$ cat config.mk
export PLATFORM = sky130hd
export DESIGN_NAME = parallel_port_gpio_mux
export DESIGN_NICKNAME = d
export VERILOG_FILES = /design/src/hw/pp_gpio_pkg.sv /design/src/hw/parallel_port_gpio_mux.sv
export VERILOG_INCLUDE_DIRS = /design/src /design/src/hw
export SDC_FILE = /design/constraint.sdc
export NUM_CORES = 1
export LEC_CHECK = 0
export BUFFER_PORTS_ARGS = -buffer_cell sky130_fd_sc_hd__buf_4
export CAP_MARGIN = 20
export CORE_UTILIZATION = 35
export DETAILED_ROUTE_END_ITERATION = 8
export SETUP_SLACK_MARGIN = 0.05
export SYNTH_ARGS = -nofsm -noshare
export SYNTH_HDL_FRONTEND = slang
export SYNTH_SLANG_ARGS = --single-unit
export TNS_END_PERCENT = 10
$ cat constraint.sdc
create_clock -name pclk -period 2.6 [get_ports pclk]
set_input_delay 0.13 -clock pclk [delete_from_list [all_inputs] [get_ports pclk]]
set_output_delay 0.13 -clock pclk [all_outputs]
set_load 0.02 [all_outputs]
$ cat src/hw/pp_gpio_consts.svh
// Register offsets, reset values and field positions of the parallel port block
`ifndef PP_GPIO_CONSTS_SVH
`define PP_GPIO_CONSTS_SVH

`define OFS_PORT_FUNCTION_SELECT  8'h18
`define OFS_PARALLEL_OUTPUT_VALUE 8'h1c
`define OFS_PIN_DIRECTION         8'h20
`define OFS_PIN_TERMINATION       8'h24
`define OFS_RAW_PIN_READBACK      8'h28
`define OFS_PIN_INTERRUPT_ENABLE  8'h2c
`define OFS_RISING_DETECT_ENABLE  8'h30
`define OFS_FALLING_DETECT_ENABLE 8'h34
`define OFS_INPUT_INVERSION       8'h38
`define OFS_EDGE_OR_LEVEL_SELECT  8'h3c
`define OFS_RISING_EVENT_STATUS   8'h40
`define OFS_FALLING_EVENT_STATUS  8'h44
`define OFS_INTERRUPT_SUMMARY     8'h48

`define RST_WORD                  32'h0000_0000
`define RST_PORT_SELECT           8'h00

`define SUM_RISE_ACT_BIT          8
`define SUM_FALL_ACT_BIT          9
`define SUM_LEVEL_ACT_BIT         10
`define SUM_RISE_EN_BIT           16
`define SUM_FALL_EN_BIT           17
`define SUM_LEVEL_EN_BIT          18

`endif

$ cat src/hw/pp_gpio_pkg.sv
// Types shared by the parallel port block
`default_nettype none

package pp_gpio_pkg;

   typedef struct packed {
      logic        psel;
      logic        penable;
      logic        pwrite;
      logic [7:0]  paddr;
      logic [31:0] pwdata;
   } apb_req_s;

   typedef struct packed {
      logic [31:0] prdata;
      logic        pready;
      logic        pslverr;
   } apb_rsp_s;

   typedef struct packed {
      logic [31:0] out;
      logic [31:0] oe;
      logic [31:0] term;
   } pin_drive_s;

   typedef enum logic [1:0] {
      APB_IDLE,
      APB_ACCESS
   } apb_phase_e;

endpackage : pp_gpio_pkg

`default_nettype wire

$ cat src/hw/parallel_port_gpio_mux.sv
// Parallel port that takes over the cable pins of eight serial ports
//
// How it works
// RULE1 - Eight port-select bits, bit 0 is port 1; one picks parallel port
// RULE2 - Reset leaves all ports serial; setting a select bit remaps pins
// RULE3 - Port n owns parallel bits 4(n-1)+3..4(n-1): rts, cts, rx, tx
// RULE4 - Serial mode follows serial logic; parallel mode uses the registers
// RULE5 - Output value register reads back last written word unconditionally
// RULE6 - Data drives a pin only with direction set and port parallel
// RULE7 - Direction resets to zero (inputs); one makes a pin an output
// RULE8 - Software writes output values before setting direction bits
// RULE9 - Serial logic owns direction of pins of non-parallel ports
// RULE10 - Termination bit enables termination; serial logic owns it otherwise
// RULE11 - Raw readback returns all 32 synchronized, unfiltered pin levels
// RULE12 - Interrupt enable lets a pin interrupt in edge or level mode
// RULE13 - Rising enable plus low-to-high input sets rising status bit
// RULE14 - Falling enable plus high-to-low input sets falling status bit
// RULE15 - Change detection works on every pin, outputs included
// RULE16 - Detected edge interrupts only with the pin interrupt enable set
// RULE17 - Inversion bit inverts pin value before processing
// RULE18 - Edge-or-level bit one picks edges, zero picks level processing
// RULE19 - Rising status bits stay latched until written back with ones
// RULE20 - Rising capture needs rising enable and edge select both set
// RULE21 - Each type requests when its active flag and enable are both set
// RULE22 - Level mode requests while adjusted value is high and enabled
// RULE23 - Falling status bits latch and clear by writing ones
`timescale 1ns/1ns
`default_nettype none
`include "pp_gpio_consts.svh"

module parallel_port_gpio_mux #(
   parameter int NUM_PORTS = 8,
   parameter int NUM_BITS  = 32
) (
   // Clock and reset
   input  wire logic                    pclk,
   input  wire logic                    presetn,
   // APB slave
   input  wire pp_gpio_pkg::apb_req_s   apb_req,
   output var  pp_gpio_pkg::apb_rsp_s   apb_rsp,
   // Serial port controls of the pins
   input  wire logic [31:0]             serial_out,
   input  wire logic [31:0]             serial_oe,
   input  wire logic [31:0]             serial_term,
   // Cable pins
   input  wire logic [31:0]             pin_in,
   output var  pp_gpio_pkg::pin_drive_s pin_drive,
   // Parallel port interrupt request
   output logic                         pp_irq
);

   // Only eight ports of four bits each are served
   if (NUM_PORTS != 8 || NUM_BITS != 4 * NUM_PORTS) begin : g_bad_params
      $error("parallel_port_gpio_mux serves eight ports of four bits only");
   end

   // ****************************************
   // Registers
   // ****************************************
   logic [7:0]  port_function_select_r;
   logic [31:0] parallel_output_value_r;
   logic [31:0] pin_direction_r;
   logic [31:0] pin_termination_r;
   logic [31:0] pin_interrupt_enable_r;
   logic [31:0] rising_detect_enable_r;
   logic [31:0] falling_detect_enable_r;
   logic [31:0] input_inversion_r;
   logic [31:0] edge_or_level_select_r;
   logic [31:0] rising_event_status_r;
   logic [31:0] falling_event_status_r;
   logic [2:0]  type_enable_r;
   logic [31:0] sync1_r;
   logic [31:0] sync2_r;
   logic [31:0] adj_prev_r;
   logic        apb_done_r;
   logic [31:0] prdata_r;

   logic        wr_stb;
   logic        rd_stb;
   logic [7:0]  addr;
   logic [31:0] wdata;
   logic [31:0] par_mask;
   logic [31:0] adj_val;
   logic [31:0] rise_evt;
   logic [31:0] fall_evt;
   logic [31:0] level_req;
   logic        rise_act;
   logic        fall_act;
   logic        level_act;

   // Expand a per-port select to the four bits that port owns
   function automatic logic [31:0] expand_select(input logic [7:0] sel);
      logic [31:0] m;
      m = 32'h0000_0000;
      for (int p = 0; p < 8; p++) begin
         m[4*p +: 4] = {4{sel[p]}};
      end
      return m;
   endfunction : expand_select

   // Write-one-to-clear with the set winning
   function automatic logic [31:0] w1c_next(input logic [31:0] cur,
                                            input logic [31:0] set,
                                            input logic [31:0] clr);
      return (cur & ~clr) | set;
   endfunction : w1c_next

   // ****************************************
   // APB slave
   // ****************************************
   assign addr   = apb_req.paddr;
   assign wdata  = apb_req.pwdata;
   // One wait state: access completes on the second access-phase edge
   assign wr_stb = apb_req.psel && apb_req.penable && apb_req.pwrite && apb_done_r;
   assign rd_stb = apb_req.psel && apb_req.penable && !apb_req.pwrite && apb_done_r;

   always_ff @(posedge pclk or negedge presetn) begin
      if (!presetn) begin
         apb_done_r <= 1'b0;
      end else begin
         apb_done_r <= apb_req.psel && apb_req.penable && !apb_done_r;
      end
   end

   always_comb begin
      apb_rsp.prdata  = prdata_r;
      apb_rsp.pready  = apb_done_r;
      apb_rsp.pslverr = 1'b0;
   end

   always_ff @(posedge pclk or negedge presetn) begin
      if (!presetn) begin
         prdata_r <= `RST_WORD;
      end else if (apb_req.psel && apb_req.penable && !apb_req.pwrite && !apb_done_r) begin
         case (addr)
            `OFS_PORT_FUNCTION_SELECT:  prdata_r <= {24'h00_0000, port_function_select_r}; // [RULE1]
            `OFS_PARALLEL_OUTPUT_VALUE: prdata_r <= parallel_output_value_r; // [RULE5]
            `OFS_PIN_DIRECTION:         prdata_r <= pin_direction_r;
            `OFS_PIN_TERMINATION:       prdata_r <= pin_termination_r;
            `OFS_RAW_PIN_READBACK:      prdata_r <= sync2_r; // [RULE11]
            `OFS_PIN_INTERRUPT_ENABLE:  prdata_r <= pin_interrupt_enable_r;
            `OFS_RISING_DETECT_ENABLE:  prdata_r <= rising_detect_enable_r;
            `OFS_FALLING_DETECT_ENABLE: prdata_r <= falling_detect_enable_r;
            `OFS_INPUT_INVERSION:       prdata_r <= input_inversion_r;
            `OFS_EDGE_OR_LEVEL_SELECT:  prdata_r <= edge_or_level_select_r;
            `OFS_RISING_EVENT_STATUS:   prdata_r <= rising_event_status_r; // [RULE19]
            `OFS_FALLING_EVENT_STATUS:  prdata_r <= falling_event_status_r; // [RULE23]
            `OFS_INTERRUPT_SUMMARY: begin
               prdata_r <= `RST_WORD;
               prdata_r[`SUM_RISE_ACT_BIT]  <= rise_act; // [RULE21]
               prdata_r[`SUM_FALL_ACT_BIT]  <= fall_act;
               prdata_r[`SUM_LEVEL_ACT_BIT] <= level_act;
               prdata_r[`SUM_RISE_EN_BIT]   <= type_enable_r[0];
               prdata_r[`SUM_FALL_EN_BIT]   <= type_enable_r[1];
               prdata_r[`SUM_LEVEL_EN_BIT]  <= type_enable_r[2];
            end
            default:                    prdata_r <= `RST_WORD;
         endcase
      end
   end

   // ****************************************
   // Control registers
   // ****************************************
   always_ff @(posedge pclk or negedge presetn) begin
      if (!presetn) begin
         port_function_select_r <= `RST_PORT_SELECT; // [RULE2]
      end else if (wr_stb && addr == `OFS_PORT_FUNCTION_SELECT) begin
         port_function_select_r <= wdata[7:0]; // [RULE1]
      end
   end

   always_ff @(posedge pclk or negedge presetn) begin
      if (!presetn) begin
         parallel_output_value_r <= `RST_WORD;
         pin_direction_r         <= `RST_WORD; // [RULE7]
         pin_termination_r       <= `RST_WORD;
         pin_interrupt_enable_r  <= `RST_WORD;
         rising_detect_enable_r  <= `RST_WORD;
         falling_detect_enable_r <= `RST_WORD;
         input_inversion_r       <= `RST_WORD;
         edge_or_level_select_r  <= `RST_WORD;
         type_enable_r           <= 3'h0;
      end else if (wr_stb) begin
         case (addr)
            `OFS_PARALLEL_OUTPUT_VALUE: parallel_output_value_r <= wdata;
            `OFS_PIN_DIRECTION:         pin_direction_r         <= wdata; // [RULE7]
            `OFS_PIN_TERMINATION:       pin_termination_r       <= wdata;
            `OFS_PIN_INTERRUPT_ENABLE:  pin_interrupt_enable_r  <= wdata;
            `OFS_RISING_DETECT_ENABLE:  rising_detect_enable_r  <= wdata;
            `OFS_FALLING_DETECT_ENABLE: falling_detect_enable_r <= wdata;
            `OFS_INPUT_INVERSION:       input_inversion_r       <= wdata;
            `OFS_EDGE_OR_LEVEL_SELECT:  edge_or_level_select_r  <= wdata;
            `OFS_INTERRUPT_SUMMARY:     type_enable_r <= wdata[`SUM_LEVEL_EN_BIT:`SUM_RISE_EN_BIT];
            default: begin
            end
         endcase
      end
   end

   // ****************************************
   // Pin muxing
   // ****************************************
   assign par_mask = expand_select(port_function_select_r); // [RULE3]

   always_ff @(posedge pclk or negedge presetn) begin
      if (!presetn) begin
         pin_drive <= '0;
      end else begin
         // Parallel ports take every control from registers, others from serial logic
         pin_drive.out  <= (par_mask & parallel_output_value_r) | (~par_mask & serial_out); // [RULE4]
         pin_drive.oe   <= (par_mask & pin_direction_r) | (~par_mask & serial_oe); // [RULE6] [RULE9]
         pin_drive.term <= (par_mask & pin_termination_r) | (~par_mask & serial_term); // [RULE10]
      end
   end

   // ****************************************
   // Input sampling and change detection
   // ****************************************
   always_ff @(posedge pclk or negedge presetn) begin
      if (!presetn) begin
         sync1_r <= `RST_WORD;
         sync2_r <= `RST_WORD;
      end else begin
         sync1_r <= pin_in;
         sync2_r <= sync1_r; // [RULE11]
      end
   end

   // Pins read the cable regardless of direction
   assign adj_val = sync2_r ^ input_inversion_r; // [RULE15] [RULE17]

   always_ff @(posedge pclk or negedge presetn) begin
      if (!presetn) begin
         adj_prev_r <= `RST_WORD;
      end else begin
         adj_prev_r <= adj_val;
      end
   end

   assign rise_evt = adj_val & ~adj_prev_r & rising_detect_enable_r & edge_or_level_select_r; // [RULE13] [RULE20]
   assign fall_evt = ~adj_val & adj_prev_r & falling_detect_enable_r & edge_or_level_select_r; // [RULE14] [RULE18]

   always_ff @(posedge pclk or negedge presetn) begin
      if (!presetn) begin
         rising_event_status_r  <= `RST_WORD;
         falling_event_status_r <= `RST_WORD;
      end else begin
         rising_event_status_r <= w1c_next(rising_event_status_r, rise_evt,
            (wr_stb && addr == `OFS_RISING_EVENT_STATUS) ? wdata : `RST_WORD); // [RULE19]
         falling_event_status_r <= w1c_next(falling_event_status_r, fall_evt,
            (wr_stb && addr == `OFS_FALLING_EVENT_STATUS) ? wdata : `RST_WORD); // [RULE23]
      end
   end

   // ****************************************
   // Interrupt request
   // ****************************************
   assign level_req = adj_val & ~edge_or_level_select_r & pin_interrupt_enable_r; // [RULE22]
   assign rise_act  = |(rising_event_status_r & pin_interrupt_enable_r); // [RULE12] [RULE16]
   assign fall_act  = |(falling_event_status_r & pin_interrupt_enable_r); // [RULE16]
   assign level_act = |level_req;

   always_ff @(posedge pclk or negedge presetn) begin
      if (!presetn) begin
         pp_irq <= 1'b0;
      end else begin
         pp_irq <= (rise_act & type_enable_r[0]) | (fall_act & type_enable_r[1])
                 | (level_act & type_enable_r[2]); // [RULE21]
      end
   end
endmodule : parallel_port_gpio_mux
`default_nettype wire

==> results by group, run 1 <==
Run status
  – Status: complete, no violations

Die
  – Die H: 265.3 um
  – Die Wd: 265.3 um
  – Core area: 68590 sq um
  – Die area: 70380 sq um
  – IO Count: 304
  – Initial core utilization: 35.38%
  – Num rows: 96

Pwr
  – Pwr dens: 608.1 nW/um^2
  – Leakage power: 14.64 nW
  – Maximum VDD drop: 0.4615 mV

Clock network
  – Num CTS Buffers: 61
  – Clock transition at path regs: 60 ps
  – CTS sink cnt: 557
  – Clock latency on the worst-skew pair: 640 ps
  – Post_cts resized: 0
  – H-tree Lvls: 2
  – Deepest clock path buffer count: 3
  – Postcts setup bufs: 0
  – Root Buffer Master: clkbuf_16
  – Cts hold-fix bufs: 163
  – CTS tree: built

Cells and area
  – Fin nets: 2608
  – Fill cell count: 6180
  – Share of cells above drive strength 1: 38.49%
  – Area grow syn2layout: 33.05%

Detailed routing
  – Drt first pass iters: 6
  – Routed via count: 19130
  – Routed WL per cell: 27.54 um
  – Initial DRC count: 1698
  – Final ANT Viol Nets: 0
  – Number of remaining DRC errors: 0
  – Final wirelength: 94090 um
  – Via/cell ratio: 5.597

GRT
  – Via count of the first global-routing pass: 19790
  – Largest net degree at the start of global routing: 72
  – Overflow after GRT: 0
  – Antenna violations before repair: 2
  – Total GRT Usage: 26.66%
  – First-pass GRT wire length: 137100 um

Timing
  – Hold Vio Cnt, Final: 0
  – Pins Over Slew Limit: 0
  – Achievable Freq: 440.9 MHz
  – Hold slack: 36.69 ps
  – Worst slew pin tran: 1005 ps
  – # setup viols final: 0
  – Period utilization: 87.23%
  – Post-layout min period: 2268 ps
  – Fin Setup TNS: 0 ps
  – Slew HR: 31.28%
  – Clock Skews: 18.36 ps
  – RSZ-0062 raised after global routing: no

Critical path
  – WP buf/inv: 1
  – Critical path class: flip-flop to flip-flop
  – CP endpoint kind: flip-flop
  – Crit path required time: 3110 ps
  – Crit path DAT: 2780 ps
  – Type of origin of the critical path: flip-flop
  – Worst path slowest cell: nand2b_1
  – Top Family by Delay on Critical Path: simple AND/OR/NAND/NOR gates
  – Worst path max stage delay: 440 ps
  – Worst-path cell chain: nand4_2, nand2b_1, nor2_4, buf_12, mux2_2
  – Worst-path maximum fanout: 16

Logic synthesis
  – Syn Inst Count: 1888
  – Mean Syn Cell Area: 12.85 sq um
  – Yosys reg bits: 557
  – Synth Flop Type: dfrtp_1
  – Post-synth EDFFs: 0
  – YS warnings: 0
  – Post-synthesis cell area: 24260 sq um
  – Post-synth cell types: 71
  – Register area share after synthesis: 57.45%
  – Syn nets: 2061
  – Async SR Flop Fraction: 100.0%

Run
  – Max-cap viol count: 0

Placed design
  – GP Congestion: 1.027
  – DP HPWL: 67780 um
  – Buffers on Ports: 302

Hold path
  – HP Class: input pin to async pin
[cell usage after synthesis, drive strengths merged, types with 2 or more instances]
master	n	area (sq um)
a2111oi	5	43.79
a211oi	7	52.55
a21o	9	67.56
a21oi	34	170.2
a221o	11	110.1
a221oi	18	157.7
a222oi	9	90.09
a22o	48	420.4
a22oi	75	563.0
a31oi	7	43.79
a32o	2	20.02
a32oi	2	17.52
and2	3	18.77
and3	2	12.51
buf	88	538.0
clkbuf	42	157.7
dfrtp	557	13940
mux2	383	4313
mux2i	44	440.4
nand2	164	615.6
nand2b	4	25.02
nand3	53	270.3
nand3b	32	240.2
nand4	15	100.1
nor2	78	315.3
nor2b	6	37.54
nor3	18	137.6
nor4	6	37.54
nor4b	4	68.81
nor4bb	2	35.03
o21ai	37	185.2
o221ai	4	35.03
o22a	3	26.28
o22ai	24	156.4
o2bb2ai	34	297.8
o31ai	2	15.01
o32ai	3	26.28
or3	3	23.77
or4b	2	20.02
xor2	32	280.3
[placed cells by master, fill, tap and decap left out, types with 9 or more instances in the layout]
cell type and count:
o22ai_1 23, a221oi_1 18, dfrtp_1 557, a222oi_1 9, dlygate4sd3_1 163, xor2_1 32
o2bb2ai_1 34, nand4_1 14, clkbuf_16 63, o21ai_0 35, mux2_2 375, buf_12 27
clkbuf_8 18, clkbuf_1 10, nand3b_1 32, nor3_1 11, buf_4 423, nand3_1 52
a21o_1 9, nor2_1 69, a21oi_1 34, a221o_1 11, mux2i_1 44, nand2_1 164
a22oi_1 75, a22o_1 48
[sequential cells by signal (all words and copies together), names as in the netlist]
name,cells
input_inversion_r,32
sync2_r,32
pin_termination_r,32
adj_prev_r,32
falling_event_status_r,32
edge_or_level_select_r,32
rising_event_status_r,32
falling_detect_enable_r,32
apb_done_r,1
pin_drive,96
port_function_select_r,8
parallel_output_value_r,32
prdata_r,32
rising_detect_enable_r,32
pin_interrupt_enable_r,32
pin_direction_r,32
pp_irq,1
type_enable_r,3
sync1_r,32
[kinds of logic after synthesis]
| logic type | share of synthesized area [%] |
|---|---|
| DFF | 57.45 |
| buffers and inverters | 2.898 |
| xor gates and xnor gates | 1.155 |
| and+or+nand+nor | 8.323 |
| AOI/OAI and AO/OA | 10.57 |
| muxes | 19.59 |
| other | 0.01546 |
[path summary, 6_finish.rpt]
kind                              from                     to  slack [ps]  cells past startpoint
max                         apb_done_r    pin_direction_r[10]         330                      5
max in group asynchronous      presetn    pin_direction_r[11]        1570                      4
min                            presetn  pin_termination_r[31]          40                      2
max reg2reg                 apb_done_r    pin_direction_r[10]         330                      5
min reg2reg                sync1_r[14]            sync2_r[14]         340                      0
min in group pclk          apb_req[32]            prdata_r[9]         120                      5
[metrics by stage]
step | setup slack [ps] | instances | total power (W) | util (%) | area [sq um]
2_1_floorplan | 774.5 | 1888 | 0.009553 | - | 24260
3_3_place_gp | 257.0 | 3140 | 0.01037 | 41.56 | 28510
3_5_place_dp | 269.9 | 3140 | 0.01039 | 41.56 | 28510
4_1_cts | 368.7 | 3415 | 0.01980 | 47.06 | 32280
5_1_grt | 301.7 | 3416 | 0.02026 | 47.06 | 32280
6_report | 332.0 | 3417 | 0.01963 | 47.07 | 32280
[area by class of cell]
cell class	instances	area (sq um)	area share, %
sequential	557	13940	43.18
timing repair buffer	614	5363	16.61
clock buffer	91	1862	5.767
inverter	2	7.507	0.02325
clock inverter	21	277.8	0.8604
multi-input combinational	1199	9664	29.94
antenna	2	5.005	0.01550
tap	931	1165	3.608
[layer usage]
metal | vias up | wire length, um | track usage (%)
li1 | 8060 | - | -
met1 | 9841 | 38680 | 35.35
met2 | 974 | 43190 | 41.87
met3 | 246 | 7850 | 5.953
met4 | 4 | 4344 | 11.55
met5 | - | 23 | 0
[power breakdown]
group / total (W) / internal, W / switching, W / leakage [nW]
Combinational: 0.00151 / 0.000683 / 0.000828 / 6.42
Clock: 0.00919 / 0.00552 / 0.00367 / 1.05
Sequential: 0.00894 / 0.00884 / 0.0000963 / 7.17
Note: power is estimated with default switching activity, not from simulation.
==> inputs of run 2 (changes only) <==
Clock period 2.6 ns to 2.4 ns, I/O delays scaled along.
==> results by group, run 2 (synthesis results as in run 1) <==
Timing
  – RSZ-0062 raised after global routing: no
  – Hold Vio Cnt, Final: 0 (unchanged)
  – # setup viols final: 0 (unchanged)
  – Worst slew pin tran: 961.5 ps (-43.37 ps)
  – Clock Skews: 14.73 ps (-3.629 ps)
  – Slew HR: 34.25% (+3.0 points)
  – Post-layout min period: 2191 ps (-76.52 ps)
  – Hold slack: 16.91 ps (-19.77 ps)
  – Pins Over Slew Limit: 0 (unchanged)
  – Period utilization: 91.31% (+4.1 points)
  – Achievable Freq: 456.3 MHz (+3.5%)

Die
  – Num rows: 96 (unchanged)
  – Initial core utilization: 35.38% (unchanged)
  – Core area: 68590 sq um (unchanged)
  – Die area: 70380 sq um (unchanged)
  – IO Count: 304 (unchanged)
  – Die H: 265.3 um (unchanged)
  – Die Wd: 265.3 um (unchanged)

Clock network
  – Postcts setup bufs: 0 (unchanged)
  – CTS sink cnt: 557 (unchanged)
  – Cts hold-fix bufs: 163 (unchanged)
  – H-tree Lvls: 2 (unchanged)
  – Deepest clock path buffer count: 3 (unchanged)
  – Clock latency on the worst-skew pair: 640 ps (about the same)
  – Num CTS Buffers: 61 (unchanged)
  – CTS tree: built
  – Clock transition at path regs: 60 ps (about the same)
  – Post_cts resized: 0 (unchanged)
  – Root Buffer Master: clkbuf_16

Placed design
  – GP Congestion: 1.015 (-1.1%)
  – DP HPWL: 69850 um (+3.1%)
  – Cells after DPL: 3180 (+1.3%)
  – Buffers on Ports: 302 (unchanged)
  – Post-DP Area: 28920 sq um (+1.4%)

Critical path
  – Crit path DAT: 2700 ps (-80 ps)
  – CP endpoint kind: flip-flop
  – Worst-path maximum fanout: 5 (-11)
  – Type of origin of the critical path: flip-flop
  – Reg2Reg Setup Slack: 210 ps (-120 ps)
  – Critical path class: flip-flop to flip-flop
  – Crit path required time: 2910 ps (-200 ps)

Cells and area
  – Max reg flops: 96 (unchanged)
  – Commonest non-fill, non-tap cell in the layout: dfrtp_1
  – Post-Layout Cell Count: 3451 (+1.0%)
  – Fill cell count: 6070 (-1.8%)
  – Area grow syn2layout: 34.40%
  – Fin area: 32610 sq um (+1.0%)
  – Fin nets: 2648 (+1.5%)
  – Commonest non-fill, non-tap cells in the layout: dfrtp_1 (557), buf_4 (454), mux2_2 (375), nand2_1 (164), dlygate4sd3_1 (163)
  – Largest Register: pin_drive
  – Share of cells above drive strength 1: 39.21% (+0.73 points)

Detailed routing
  – Final wirelength: 96970 um (+3.1%)
  – Initial DRC count: 1912 (+13%)
  – Routed via count: 19300 (+0.90%)
  – Number of remaining DRC errors: 0 (unchanged)
  – Final ANT Viol Nets: 0 (unchanged)
  – Routed WL per cell: 28.10 um (+2.0%)
  – Drt first pass iters: 7 (+1)
  – Via/cell ratio: 5.592 (about the same)

Pwr
  – Maximum VDD drop: 0.5251 mV (+14%)
  – Pwr dens: 648.9 nW/um^2 (+6.7%)
  – Combinational Power Share: 8.1% (+0.4 points)
  – Sw Pwr: 0.004950 W (+7.8%)
  – Seq pwr share: 45.7% (+0.2 points)
  – Total power: 0.02116 W (+7.8%)
  – Leakage power: 14.81 nW (+1.2%)
  – Clock network fraction of design power: 46.2% (-0.6 points)
  – Pint: 0.01621 W (+7.8%)
  – Net Sw Frac: 23.40% (about the same)

Run status
  – Status: complete, no violations

Run
  – Max-cap viol count: 0 (unchanged)

GRT
  – Total GRT Usage: 27.46% (+0.80 points)
  – Largest net degree at the start of global routing: 61 (-15%)
  – Antenna violations before repair: 5 (+3)
  – Via count of the first global-routing pass: 19990 (+1.0%)
  – First-pass GRT wire length: 140100 um (+2.2%)
  – Overflow after GRT: 0 (unchanged)

Hold path
  – HP Class: input pin to async pin
## run 2: critical path, cell delays in order, from the launching register on
cell and delay (ps):
dfrtp_1 480, a22o_1 240, a221oi_1 480, and4_1 310, a21oi_1 110, a211oi_1 360
o21ai_1 90
## run 2: power by group through the flow
stage                     clock, W  combinational, W  sequential, W
after detailed placement         0           0.00149        0.00984
after floorplan                  0          0.000426        0.00992
final                      0.00977           0.00171        0.00968
after global routing        0.0103           0.00181        0.00969
after global placement           0           0.00146        0.00984
after CTS                  0.00992           0.00171        0.00968
## run 2: path summary, 6_finish.rpt
| check | startpoint | endpoint | depth (start not counted) |
|---|---|---|---|
| max reg2reg | pin_interrupt_enable_r[27] | prdata_r[8] | 6 |
| max in group asynchronous | presetn | pin_drive[76] | 3 |
| min | presetn | pin_drive[88] | 2 |
| min reg2reg | sync1_r[24] | sync2_r[24] | 0 |
| min in group pclk | apb_req[32] | prdata_r[9] | 5 |
| max | pin_interrupt_enable_r[27] | prdata_r[8] | 6 |
## run 2: layout make-up
class	count	area [sq um]	share of cell area, %
flip-flops and latches	557	13940	42.74
multi-input cells	1199	9664	29.64
repair buffers	654	5776	17.71
clock buffers	85	1737	5.326
well taps	931	1165	3.572
clock inverters	20	314.1	0.9631
inverters	2	7.507	0.02302
diodes	3	7.507	0.02302
## run 2: stage by stage
stage | utilization, % | setup WS [ps] | TNS (ps)
after floorplan | - | 574.5 | 0
after global placement | 42.16 | -128.4 | -128.4
after detailed placement | 42.16 | -101.6 | -101.6
after CTS | 47.53 | 285.9 | 0
after global routing | 47.53 | 139.0 | 0
final | 47.54 | 208.6 | 0
## run 2: layer usage
layer	vias to the layer above	part of all wire [%]	track usage, %
met5	-	0.12	0
met4	8	4.4	11.58
met3	259	7.8	5.767
met2	951	46	43.41
met1	9954	42	36.52
li1	8125	-	-
